`config.mk`:
```
export PLATFORM = sky130hd
export DESIGN_NAME = ffs_sequencer
export DESIGN_NICKNAME = d
export VERILOG_FILES = /design/src/verilog/ffs_pkg.sv /design/src/verilog/ffs_cycle_count.sv /design/src/verilog/ffs_sequencer.sv
export SDC_FILE = /design/constraint.sdc
export NUM_CORES = 1
export LEC_CHECK = 0
export BUFFER_PORTS_ARGS = -buffer_cell sky130_fd_sc_hd__buf_4
export CORE_UTILIZATION = 40
export CTS_BUF_LIST = sky130_fd_sc_hd__clkbuf_4 sky130_fd_sc_hd__clkbuf_8
export CTS_CLUSTER_SIZE = 40
export DETAILED_ROUTE_END_ITERATION = 7
export PLACE_DENSITY = 0.61
export SETUP_SLACK_MARGIN = 0.5
export SYNTH_ARGS = -nofsm -noshare
export SYNTH_HDL_FRONTEND = slang
export SYNTH_SLANG_ARGS = --single-unit
```
`constraint.sdc`:
```
create_clock -name ref_clk_in -period 9.56 [get_ports ref_clk_in]
set_input_delay 0.956 -clock ref_clk_in [delete_from_list [all_inputs] [get_ports ref_clk_in]]
set_output_delay 0.956 -clock ref_clk_in [all_outputs]
set_load 0.01 [all_outputs]
```
`src/verilog/ffs_pkg.sv`:
```
// shared constants of the flyback fault sequencer
package ffs_pkg;

   // clock and derived period
   localparam int CLK_MHZ = 20;
   localparam int CLK_PERIOD_NS = 1000 / CLK_MHZ;

   // timing figures in their own units
   localparam int LEB_NS = 250;           // blanking after turn-on
   localparam int SAMPLE_NS = 1850;       // output sample delay after turn-off
   localparam int SSC_DELAY_NS = 3000;    // sense-short sample delay after turn-on
   localparam int BNO_MS = 50;            // brown-out debounce
   localparam int UV_BLANK_MS = 30;       // output under-voltage blank after start

   // cycle counts, least times rounded up
   localparam logic [2:0] LEB_CYCLES = 3'((LEB_NS + CLK_PERIOD_NS - 1) / CLK_PERIOD_NS);
   localparam logic [5:0] SAMPLE_CYCLES = 6'((SAMPLE_NS + CLK_PERIOD_NS - 1) / CLK_PERIOD_NS);
   localparam logic [6:0] SSC_CYCLES = 7'((SSC_DELAY_NS + CLK_PERIOD_NS - 1) / CLK_PERIOD_NS);
   localparam logic [19:0] BNO_CYCLES_DEF = 20'(BNO_MS * 1000000 / CLK_PERIOD_NS);
   localparam logic [19:0] UV_BLANK_CYCLES_DEF = 20'(UV_BLANK_MS * 1000000 / CLK_PERIOD_NS);

   // consecutive-cycle limits and the probing pulse count
   localparam logic [2:0] FAULT_CYCLES = 3'h6;
   localparam logic [2:0] LINE_GOOD_CYCLES = 3'h4;
   localparam logic [2:0] PROBE_PULSES = 3'h4;

   // synchronised input indices
   localparam int IN_FB_LOW = 0;
   localparam int IN_MAINT = 1;
   localparam int IN_PEAK = 2;
   localparam int IN_CLIM = 3;
   localparam int IN_LINE_GOOD = 4;
   localparam int IN_BROWN = 5;
   localparam int IN_OUT_OV = 6;
   localparam int IN_OUT_UV = 7;
   localparam int IN_FAST_OC = 8;
   localparam int IN_SENSE_SHORT = 9;
   localparam int IN_SUPPLY_OV = 10;
   localparam int IN_HOT = 11;
   localparam int IN_COOL = 12;
   localparam int IN_PIN_FAULT = 13;
   localparam int IN_SUPPLY_UNDERVOLTAGE_LOCKOUT = 14;
   localparam int NUM_IN = 15;

   // latching fault indices
   localparam int F_OUT_OV = 0;
   localparam int F_OUT_UV = 1;
   localparam int F_FAST_OC = 2;
   localparam int F_SENSE_SHORT = 3;
   localparam int F_SUPPLY_OV = 4;
   localparam int NUM_F = 5;

   // register map (byte addresses)
   localparam logic [7:0] CTRL_ADDR = 8'h00;
   localparam logic [7:0] PERIOD_ADDR = 8'h04;
   localparam logic [7:0] MAXON_ADDR = 8'h08;
   localparam logic [7:0] STATUS_ADDR = 8'h0c;

   // reset values
   localparam logic CTRL_EN_RESET = 1'b1;
   localparam logic [15:0] PERIOD_RESET = 16'h00c8;
   localparam logic [15:0] MAXON_RESET = 16'h0064;

   // status field positions
   localparam int ST_STATE_LSB = 0;
   localparam int ST_GATE_BIT = 5;
   localparam int ST_OTP_BIT = 6;
   localparam int ST_PROBE_LSB = 8;
   localparam int ST_CAUSE_LSB = 12;

   // sequencer states
   typedef enum logic [4:0] {
      ST_OFF = 5'h01,
      ST_PROBE = 5'h02,
      ST_RUN = 5'h04,
      ST_BROWN = 5'h08,
      ST_LATCH = 5'h10
   } ffs_state_t;

endpackage

```
`src/verilog/ffs_cycle_count.sv`:
```
`timescale 1ns/1ps
`default_nettype none
// counts consecutive switching cycles in which a condition holds
module ffs_cycle_count #(
   parameter logic [2:0] LIMIT = 3'h6
) (
   // clock and reset
   input wire logic ref_clk_in,
   input wire logic rst_in,
   // cycle event and condition
   input wire logic clear_in,
   input wire logic strobe_in,
   input wire logic cond_in,
   // limit reached
   output logic hit_out
);

   logic [2:0] count_reg;   // consecutive cycles seen
   logic [2:0] count_next;
   logic hit_next;

   // next count: saturate at the limit, drop to zero on a clean cycle
   always_comb begin
      count_next = count_reg;
      if (clear_in) begin
         count_next = 3'h0;
      end else if (strobe_in) begin
         if (!cond_in) begin
            count_next = 3'h0;
         end else if (count_reg != LIMIT) begin
            count_next = count_reg + 3'h1;
         end
      end
      hit_next = (count_next == LIMIT);
   end

   // register count and hit flag
   always_ff @(posedge ref_clk_in or posedge rst_in) begin
      if (rst_in) begin
         count_reg <= 3'h0;
         hit_out <= 1'b0;
      end else begin
         count_reg <= count_next;
         hit_out <= hit_next;
      end
   end

endmodule
`default_nettype wire

```
`src/verilog/ffs_sequencer.sv`:
```
`timescale 1ns/1ps
`default_nettype none
module ffs_sequencer import ffs_pkg::*; #(
   parameter logic [19:0] BNO_DEBOUNCE_CYCLES = BNO_CYCLES_DEF,
   parameter logic [19:0] UV_BLANK_CYCLES = UV_BLANK_CYCLES_DEF
) (
   // clock and reset
   input wire logic ref_clk_in,
   input wire logic rst_in,
   // apb slave
   input wire logic psel_in,
   input wire logic penable_in,
   input wire logic pwrite_in,
   input wire logic [7:0] paddr_in,
   input wire logic [31:0] pwdata_in,
   output logic [31:0] prdata_out,
   output logic pready_out,
   output logic pslverr_out,
   // comparator flags (asynchronous)
   input wire logic fb_low_in,
   input wire logic maintain_in,
   input wire logic peak_current_in,
   input wire logic current_limit_in,
   input wire logic line_good_in,
   input wire logic brown_out_in,
   input wire logic output_overvoltage_trip_in,
   input wire logic output_undervoltage_in,
   input wire logic fast_overcurrent_trip_in,
   input wire logic sense_short_trip_in,
   input wire logic supply_overvoltage_trip_in,
   input wire logic temp_hot_in,
   input wire logic temp_cool_in,
   input wire logic pin_fault_in,
   input wire logic supply_undervoltage_lockout_in,
   // switch drive
   output logic gate_drive_out
);

   logic [NUM_IN-1:0] raw;       // flags gathered by index
   logic [NUM_IN-1:0] s1_reg;    // synchroniser stages
   logic [NUM_IN-1:0] s2_reg;
   logic [NUM_IN-1:0] s3_reg;
   logic [NUM_IN-1:0] q_reg;     // qualified flags
   logic [NUM_IN-1:0] q_next;

   assign raw = {supply_undervoltage_lockout_in, pin_fault_in, temp_cool_in, temp_hot_in,
                 supply_overvoltage_trip_in, sense_short_trip_in, fast_overcurrent_trip_in,
                 output_undervoltage_in, output_overvoltage_trip_in, brown_out_in,
                 line_good_in, current_limit_in, peak_current_in, maintain_in, fb_low_in};

   // three-stage synchroniser per flag, change taken when stages two and three agree
   genvar gi;
   generate
      for (gi = 0; gi < NUM_IN; gi++) begin : g_sync
         always_comb begin
            q_next[gi] = (s2_reg[gi] == s3_reg[gi]) ? s3_reg[gi] : q_reg[gi];
         end
         always_ff @(posedge ref_clk_in or posedge rst_in) begin
            if (rst_in) begin
               s1_reg[gi] <= 1'b0;
               s2_reg[gi] <= 1'b0;
               s3_reg[gi] <= 1'b0;
               q_reg[gi] <= (gi == IN_SUPPLY_UNDERVOLTAGE_LOCKOUT);
            end else begin
               s1_reg[gi] <= raw[gi];
               s2_reg[gi] <= s1_reg[gi];
               s3_reg[gi] <= s2_reg[gi];
               q_reg[gi] <= q_next[gi];
            end
         end
      end
   endgenerate

   // register state
   logic ctrl_en_reg;          // software switching enable
   logic ctrl_en_next;
   logic [15:0] period_reg;    // switching period in cycles
   logic [15:0] period_next;
   logic [15:0] maxon_reg;     // longest on-time in cycles
   logic [15:0] maxon_next;
   logic [31:0] prdata_next;
   logic pready_next;
   logic pslverr_next;

   // sequencer state
   ffs_state_t state_reg;
   ffs_state_t state_next;
   logic gate_reg, gate_next;
   logic [15:0] per_cnt_reg, per_cnt_next;   // period countdown
   logic [15:0] on_cnt_reg, on_cnt_next;     // on-time count
   logic [2:0] leb_cnt_reg, leb_cnt_next;    // leading-edge blank
   logic [5:0] samp_cnt_reg, samp_cnt_next;  // output sample delay
   logic [6:0] ssc_cnt_reg, ssc_cnt_next;    // sense-short sample delay
   logic [19:0] bno_cnt_reg, bno_cnt_next;   // brown-out debounce
   logic [19:0] blank_cnt_reg, blank_cnt_next; // output UV blank
   logic [2:0] probe_cnt_reg, probe_cnt_next;  // probing pulses issued
   logic otp_reg, otp_next;                  // over-temperature shutdown
   logic [NUM_F-1:0] cause_reg, cause_next;  // latched fault causes
   logic foc_seen_reg, foc_seen_next;        // fast over-current in this pulse
   logic line_seen_reg, line_seen_next;      // line good in this pulse
   logic maint_prev_reg;                     // maintain edge detector

   // decoded conditions
   logic supply_undervoltage_lockout, run, probe, allow_base, maint_rise;
   logic start_normal, start_maint, pulse_start, pulse_end;
   logic samp_strobe, ssc_strobe, bni_hit, latch_hit;
   logic [NUM_F-1:0] f_strobe, f_cond, f_hit;

   assign supply_undervoltage_lockout = q_reg[IN_SUPPLY_UNDERVOLTAGE_LOCKOUT];
   assign run = (state_reg == ST_RUN);
   assign probe = (state_reg == ST_PROBE);
   assign maint_rise = q_reg[IN_MAINT] && !maint_prev_reg;
   // drive permitted only when enabled, cool, pins sound and sequenced on
   assign allow_base = ctrl_en_reg && !otp_reg && !q_reg[IN_PIN_FAULT] && (run || probe);
   // oscillator pulse: probing, or running with feedback above the floor
   assign start_normal = (per_cnt_reg == 16'h0) && allow_base && !gate_reg &&
                         (probe || (run && !q_reg[IN_FB_LOW]));
   // maintain pulse regardless of feedback
   assign start_maint = run && allow_base && maint_rise && !gate_reg;
   assign pulse_start = start_normal || start_maint;
   // current comparators only count once the blank has run out
   assign pulse_end = gate_reg && (!allow_base || (on_cnt_reg >= maxon_reg) ||
                      ((leb_cnt_reg == 3'h0) && (q_reg[IN_PEAK] || q_reg[IN_CLIM])));
   assign samp_strobe = (samp_cnt_reg == 6'h1);
   assign ssc_strobe = (ssc_cnt_reg == 7'h1);

   // per-fault cycle events and conditions
   assign f_strobe[F_OUT_OV] = samp_strobe;
   assign f_strobe[F_OUT_UV] = samp_strobe;
   assign f_strobe[F_FAST_OC] = pulse_end;
   assign f_strobe[F_SENSE_SHORT] = ssc_strobe;
   assign f_strobe[F_SUPPLY_OV] = pulse_end;
   assign f_cond[F_OUT_OV] = q_reg[IN_OUT_OV];
   assign f_cond[F_OUT_UV] = q_reg[IN_OUT_UV] && (blank_cnt_reg == 20'h0);
   assign f_cond[F_FAST_OC] = foc_seen_reg || q_reg[IN_FAST_OC];
   assign f_cond[F_SENSE_SHORT] = q_reg[IN_SENSE_SHORT];
   assign f_cond[F_SUPPLY_OV] = q_reg[IN_SUPPLY_OV];

   // six-cycle counters for every latching fault
   generate
      for (gi = 0; gi < NUM_F; gi++) begin : g_fault
         ffs_cycle_count #(.LIMIT(FAULT_CYCLES)) u_cnt (
            .ref_clk_in(ref_clk_in),
            .rst_in(rst_in),
            .clear_in(supply_undervoltage_lockout),
            .strobe_in(f_strobe[gi]),
            .cond_in(f_cond[gi]),
            .hit_out(f_hit[gi])
         );
      end
   endgenerate
   assign latch_hit = |f_hit;

   // line-good counter over probing pulses
   ffs_cycle_count #(.LIMIT(LINE_GOOD_CYCLES)) u_line_good (
      .ref_clk_in(ref_clk_in),
      .rst_in(rst_in),
      .clear_in(!probe),
      .strobe_in(pulse_end && probe),
      .cond_in(line_seen_reg || q_reg[IN_LINE_GOOD]),
      .hit_out(bni_hit)
   );

   // sequencer next-state and timers
   always_comb begin
      state_next = state_reg;
      gate_next = gate_reg;
      on_cnt_next = on_cnt_reg;
      cause_next = cause_reg;
      probe_cnt_next = probe_cnt_reg;
      foc_seen_next = foc_seen_reg || (gate_reg && q_reg[IN_FAST_OC]);
      line_seen_next = line_seen_reg || (gate_reg && q_reg[IN_LINE_GOOD]);
      // interval counters count down to zero
      leb_cnt_next = (leb_cnt_reg != 3'h0) ? leb_cnt_reg - 3'h1 : 3'h0;
      samp_cnt_next = (samp_cnt_reg != 6'h0) ? samp_cnt_reg - 6'h1 : 6'h0;
      ssc_cnt_next = (ssc_cnt_reg != 7'h0) ? ssc_cnt_reg - 7'h1 : 7'h0;
      blank_cnt_next = (blank_cnt_reg != 20'h0) ? blank_cnt_reg - 20'h1 : 20'h0;
      per_cnt_next = (per_cnt_reg != 16'h0) ? per_cnt_reg - 16'h1 : 16'h0;
      // brown-out must persist without a break
      bno_cnt_next = (run && q_reg[IN_BROWN]) ? bno_cnt_reg + 20'h1 : 20'h0;
      // hysteresis window on temperature
      if (q_reg[IN_HOT]) begin
         otp_next = 1'b1;
      end else if (q_reg[IN_COOL]) begin
         otp_next = 1'b0;
      end else begin
         otp_next = otp_reg;
      end
      // gate edges
      if (pulse_start) begin
         gate_next = 1'b1;
         on_cnt_next = 16'h0;
         leb_cnt_next = LEB_CYCLES;
         ssc_cnt_next = SSC_CYCLES;
         foc_seen_next = 1'b0;
         line_seen_next = 1'b0;
         if (start_normal) begin
            per_cnt_next = period_reg - 16'h1;
         end
         if (probe && probe_cnt_reg != PROBE_PULSES) begin
            probe_cnt_next = probe_cnt_reg + 3'h1;
         end
      end else if (pulse_end) begin
         gate_next = 1'b0;
         samp_cnt_next = SAMPLE_CYCLES;
      end else if (gate_reg) begin
         on_cnt_next = on_cnt_reg + 16'h1;
      end
      // sequencing
      if (supply_undervoltage_lockout) begin
         state_next = ST_OFF;
         gate_next = 1'b0;
         cause_next = '0;
      end else begin
         unique case (state_reg)
            ST_OFF: begin
               state_next = ST_PROBE;
               probe_cnt_next = 3'h0;
               blank_cnt_next = UV_BLANK_CYCLES;
            end
            ST_PROBE: begin
               if (latch_hit) begin
                  state_next = ST_LATCH;
               end else if (bni_hit) begin
                  state_next = ST_RUN;
               end
            end
            ST_RUN: begin
               if (latch_hit) begin
                  state_next = ST_LATCH;
               end else if (q_reg[IN_BROWN] && bno_cnt_reg == BNO_DEBOUNCE_CYCLES - 20'h1) begin
                  state_next = ST_BROWN;
               end
            end
            ST_BROWN: begin
               if (!q_reg[IN_BROWN]) begin
                  state_next = ST_PROBE;
                  probe_cnt_next = 3'h0;
               end
            end
            ST_LATCH: begin
               state_next = ST_LATCH;
            end
            default: begin
               state_next = ST_OFF;
            end
         endcase
         if (probe || run) begin
            cause_next = cause_reg | f_hit;
         end
      end
   end

   // sequencer registers
   always_ff @(posedge ref_clk_in or posedge rst_in) begin
      if (rst_in) begin
         state_reg <= ST_OFF;
         gate_reg <= 1'b0;
         per_cnt_reg <= 16'h0;
         on_cnt_reg <= 16'h0;
         leb_cnt_reg <= 3'h0;
         samp_cnt_reg <= 6'h0;
         ssc_cnt_reg <= 7'h0;
         bno_cnt_reg <= 20'h0;
         blank_cnt_reg <= 20'h0;
         probe_cnt_reg <= 3'h0;
         otp_reg <= 1'b0;
         cause_reg <= '0;
         foc_seen_reg <= 1'b0;
         line_seen_reg <= 1'b0;
         maint_prev_reg <= 1'b0;
      end else begin
         state_reg <= state_next;
         gate_reg <= gate_next;
         per_cnt_reg <= per_cnt_next;
         on_cnt_reg <= on_cnt_next;
         leb_cnt_reg <= leb_cnt_next;
         samp_cnt_reg <= samp_cnt_next;
         ssc_cnt_reg <= ssc_cnt_next;
         bno_cnt_reg <= bno_cnt_next;
         blank_cnt_reg <= blank_cnt_next;
         probe_cnt_reg <= probe_cnt_next;
         otp_reg <= otp_next;
         cause_reg <= cause_next;
         foc_seen_reg <= foc_seen_next;
         line_seen_reg <= line_seen_next;
         maint_prev_reg <= q_reg[IN_MAINT];
      end
   end
   assign gate_drive_out = gate_reg;

   // apb slave: one access cycle, writes land on the completing edge
   always_comb begin
      ctrl_en_next = ctrl_en_reg;
      period_next = period_reg;
      maxon_next = maxon_reg;
      prdata_next = 32'h0;
      pslverr_next = 1'b0;
      pready_next = psel_in && !penable_in;
      if (psel_in && !penable_in) begin
         unique case (paddr_in)
            CTRL_ADDR: prdata_next = {31'h0, ctrl_en_reg};
            PERIOD_ADDR: prdata_next = {16'h0, period_reg};
            MAXON_ADDR: prdata_next = {16'h0, maxon_reg};
            STATUS_ADDR: begin
               prdata_next[ST_STATE_LSB +: 5] = state_reg;
               prdata_next[ST_GATE_BIT] = gate_reg;
               prdata_next[ST_OTP_BIT] = otp_reg;
               prdata_next[ST_PROBE_LSB +: 3] = probe_cnt_reg;
               prdata_next[ST_CAUSE_LSB +: NUM_F] = cause_reg;
            end
            default: pslverr_next = 1'b1;
         endcase
      end
      if (psel_in && penable_in && pready_out && pwrite_in) begin
         if (paddr_in == CTRL_ADDR) begin
            ctrl_en_next = pwdata_in[0];
         end else if (paddr_in == PERIOD_ADDR) begin
            period_next = pwdata_in[15:0];
         end else if (paddr_in == MAXON_ADDR) begin
            maxon_next = pwdata_in[15:0];
         end
      end
   end

   // apb registers
   always_ff @(posedge ref_clk_in or posedge rst_in) begin
      if (rst_in) begin
         ctrl_en_reg <= CTRL_EN_RESET;
         period_reg <= PERIOD_RESET;
         maxon_reg <= MAXON_RESET;
         prdata_out <= 32'h0;
         pready_out <= 1'b0;
         pslverr_out <= 1'b0;
      end else begin
         ctrl_en_reg <= ctrl_en_next;
         period_reg <= period_next;
         maxon_reg <= maxon_next;
         prdata_out <= prdata_next;
         pready_out <= pready_next;
         pslverr_out <= pslverr_next;
      end
   end
endmodule
`default_nettype wire

```
==> reports/qor.yml <==
power:
  p_leak_uw: 0.005753
  peakVddDrop_mv: 0.1089
  power_density_nw_per_um2: 198.0
cts:
  root_buffer: "clkbuf_8"
  insertion_delay_ps: 540
  cts.reportedPaths.clkPinSlew_ps: 60
  cts_tree: "done"
  cts_setup_buffers: 0
  ctsHoldBuffers: 0
  cts_buffer_depth: 3
  cts_made_buffers: 42
  clock_sinks: 242
  post_cts_resized: 0
  htreeDepth: 2
cells_and_area:
  n_antenna_cell: 0
  fin_nets: 1254
  fin_util_pct: 46.43
  drive_gt1_share_pct: 15.70
  area_growth_pct: 14.45
  fillers: 2685
worst_setup_path:
  crit_type: "flip-flop to flip-flop"
  endpoint: "on_cnt_reg[12]"
  max_stage_delay_ps: 680
  cp.arrival_ps: 3860
  r2r_slack_ps: 6070
  rr_startpoint: "per_cnt_reg[6]"
  cp.depth: 6
  regToRegEndpoint: "on_cnt_reg[12]"
  setup.worst_path.start: "per_cnt_reg[6]"
  cp_top_family: "simple AND/OR/NAND/NOR gates"
  crit_path_start_kind: "flip-flop"
  crit_chain: "nor4_1, nand4bb_1, nor2_1, nand2_1, nand2_1, a21oi_1"
  end_kind: "flip-flop"
  path_max_fanout: 17
  crit_buf_inv: 0
  cp_slowest_cell: "nor2_1"
  crit_required_ps: 9930
  cpMostUsedCell: "nand2_1"
  r2r_cells: 6
routing:
  postRouteAntennaNets: 0
  drt_iter0_drc: 480
  routed_wl_um: 23280
  routed_via_density: 5.102
  vias: 7974
  first_pass_iters: 5
  wire_per_inst_um: 14.90
  drt_drc_violations_left: 0
floorplanning:
  rows: 61
  core_area_um2: 27780
  ios: 95
  dieWidth_um: 169.9
  die-area_um2: 28850
  die-height_um: 169.9
  start_util_pct: 40.57
timing:
  fmax_ghz: 0.2863
  drv_slew: 0
  setup_tns_ps: 0
  worst_pin_slew_ps: 1085
  maxSlewHeadroom_pct: 27.51
  grt_setup_unrepaired: "false"
  fin_skew_ps: 30.96
  final-setup-viol-count: 0
  finalCritPeriodShare_pct: 36.53
  fin_crit_ps: 3493
  setup_ws_ps: 6067
  finalHoldViolations: 0
synthesis:
  seq_area_frac_synth_pct: 53.83
  avgSynthCellArea_um2: 10.42
  syn_area_um2: 11270
  async_flop_share_pct: 100.0
  ys_types: 73
  syn_inst: 1082
  ys_ff_latch: 242
  synth-main-ff-cell: "dfrtp_1"
  ys_warn_count: 0
  synth_edf_count: 0
global_route:
  grt_pass1_wl_um: 39060
  grt_usage_pct: 16.74
  grt_max_degree: 115
  antenna_found_initial: 0
  met2_usage_pct: 25.94
  grtUsageMet1_pct: 23.50
  grt_busiest_layer: "met2"
  grt_overflow: 0
  use_met3_pct: 3.302
  grt_pass1_vias: 7834
placed_design:
  port_buffers: 63
  dp_hpwl_um: 16030
  dp_slack_ps: 6035
  place.gp.congestion: 0.8273
min_path:
  min_path_type: "flip-flop to flip-flop"
  hold_depth: 0
job:
  maxCapViolations: 0
outcome:
  status: "finished clean"
-- how the worst min path moves through the flow --
stage	to	slack, ps	startpoint
after floorplan	s2_reg[0]	330	s1_reg[0]
after global placement	s2_reg[2]	330	s1_reg[2]
after detailed placement	s2_reg[13]	330	s1_reg[13]
after CTS	s2_reg[13]	350	s1_reg[13]
after global routing	s2_reg[4]	360	s1_reg[4]
final	s2_reg[14]	350	s1_reg[14]
-- layer usage --
layer	routed length (µm)	vias to the layer above
met3	1097	45
met2	10330	146
met5	0	-
met4	500	0
met1	11350	3886
li1	-	3897
-- power breakdown --
group / switching [µW] / internal (µW)
Combinational: 216 / 163
Sequential: 94.5 / 1130
Clock: 410 / 545
-- cell type report --
class	count	area [µm²]	area share [%]
clock inverters	7	43.79	0.3395
inverters	48	187.7	1.455
well taps	378	473.0	3.666
flip-flops and latches	242	6067	47.03
clock buffers	69	824.5	6.392
multi-input cells	753	4808	37.27
repair buffers	66	495.5	3.841
-- cell usage after synthesis, drive strengths merged (6+ instances only) --
cell type    n  area [µm²]
nor4        18       133.9
nand2      106       407.9
nor3b        6       50.05
o22ai       11       68.82
o211ai       7       52.55
xnor2       39       341.6
maj3        15       150.1
dfrtp      233        5831
xor2        27       236.5
and3        11       68.82
a21oi       58       290.3
a22oi       16       120.1
or3         15       93.84
inv         48       180.2
or4         11       82.58
buf         25       162.7
a31oi        6       37.54
and2         7       43.79
nand3b       6       45.04
nor3        31       176.4
nand4        9       62.56
nand2b       7       43.79
clkbuf      28       105.1
nor2b       11       68.82
ha          41       513.0
nor2       110       412.9
dfstp        9       236.5
o31ai        9       67.56
nand3       26       130.1
mux2        17       191.4
o21ai       59       295.3
mux2i       11       110.1
-- placed cells by master (no fill, tap or decap), types with 6 or more instances in the layout --
cell type,n
nor3_1,28
o21ai_0,57
conb_1,15
a31oi_1,6
xor2_1,27
nand4_1,8
dfrtp_1,233
clkbuf_8,49
mux2i_1,11
a22oi_1,16
and3_1,11
mux2_2,17
dfstp_2,9
xnor2_1,39
buf_4,66
nand2_1,104
nand3_1,26
and2_1,7
o22ai_1,11
nand2b_1,7
or3_1,15
o31ai_1,9
ha_1,41
nand3b_1,6
nor4_1,16
inv_1,47
or4_1,11
nor2b_1,11
a21oi_1,58
nor2_1,110
clkbuf_4,20
o211ai_1,7
maj3_1,15
-- cell families after synthesis --
kind of cell | synth area share (%)
muxes | 2.875
AOI/OAI and AO/OA | 10.58
DFF | 53.83
buffers and inverters | 3.974
and+or+nand+nor | 17.70
xor gates and xnor gates | 5.129
other | 0.03327
adders and majority gates | 5.884
-- per-stage QoR --
step	power (µW)	instance area [µm²]	instances	hold WS, ps
2_1_floorplan	1518	11320	1096	331.2
3_3_place_gp	1604	12030	1487	332.7
3_5_place_dp	1614	12030	1487	334.7
4_1_cts	2594	12900	1563	346.3
5_1_grt	2702	12900	1563	358.0
6_report	2554	12900	1563	345.1
Note: power is estimated with default switching activity, not from simulation.
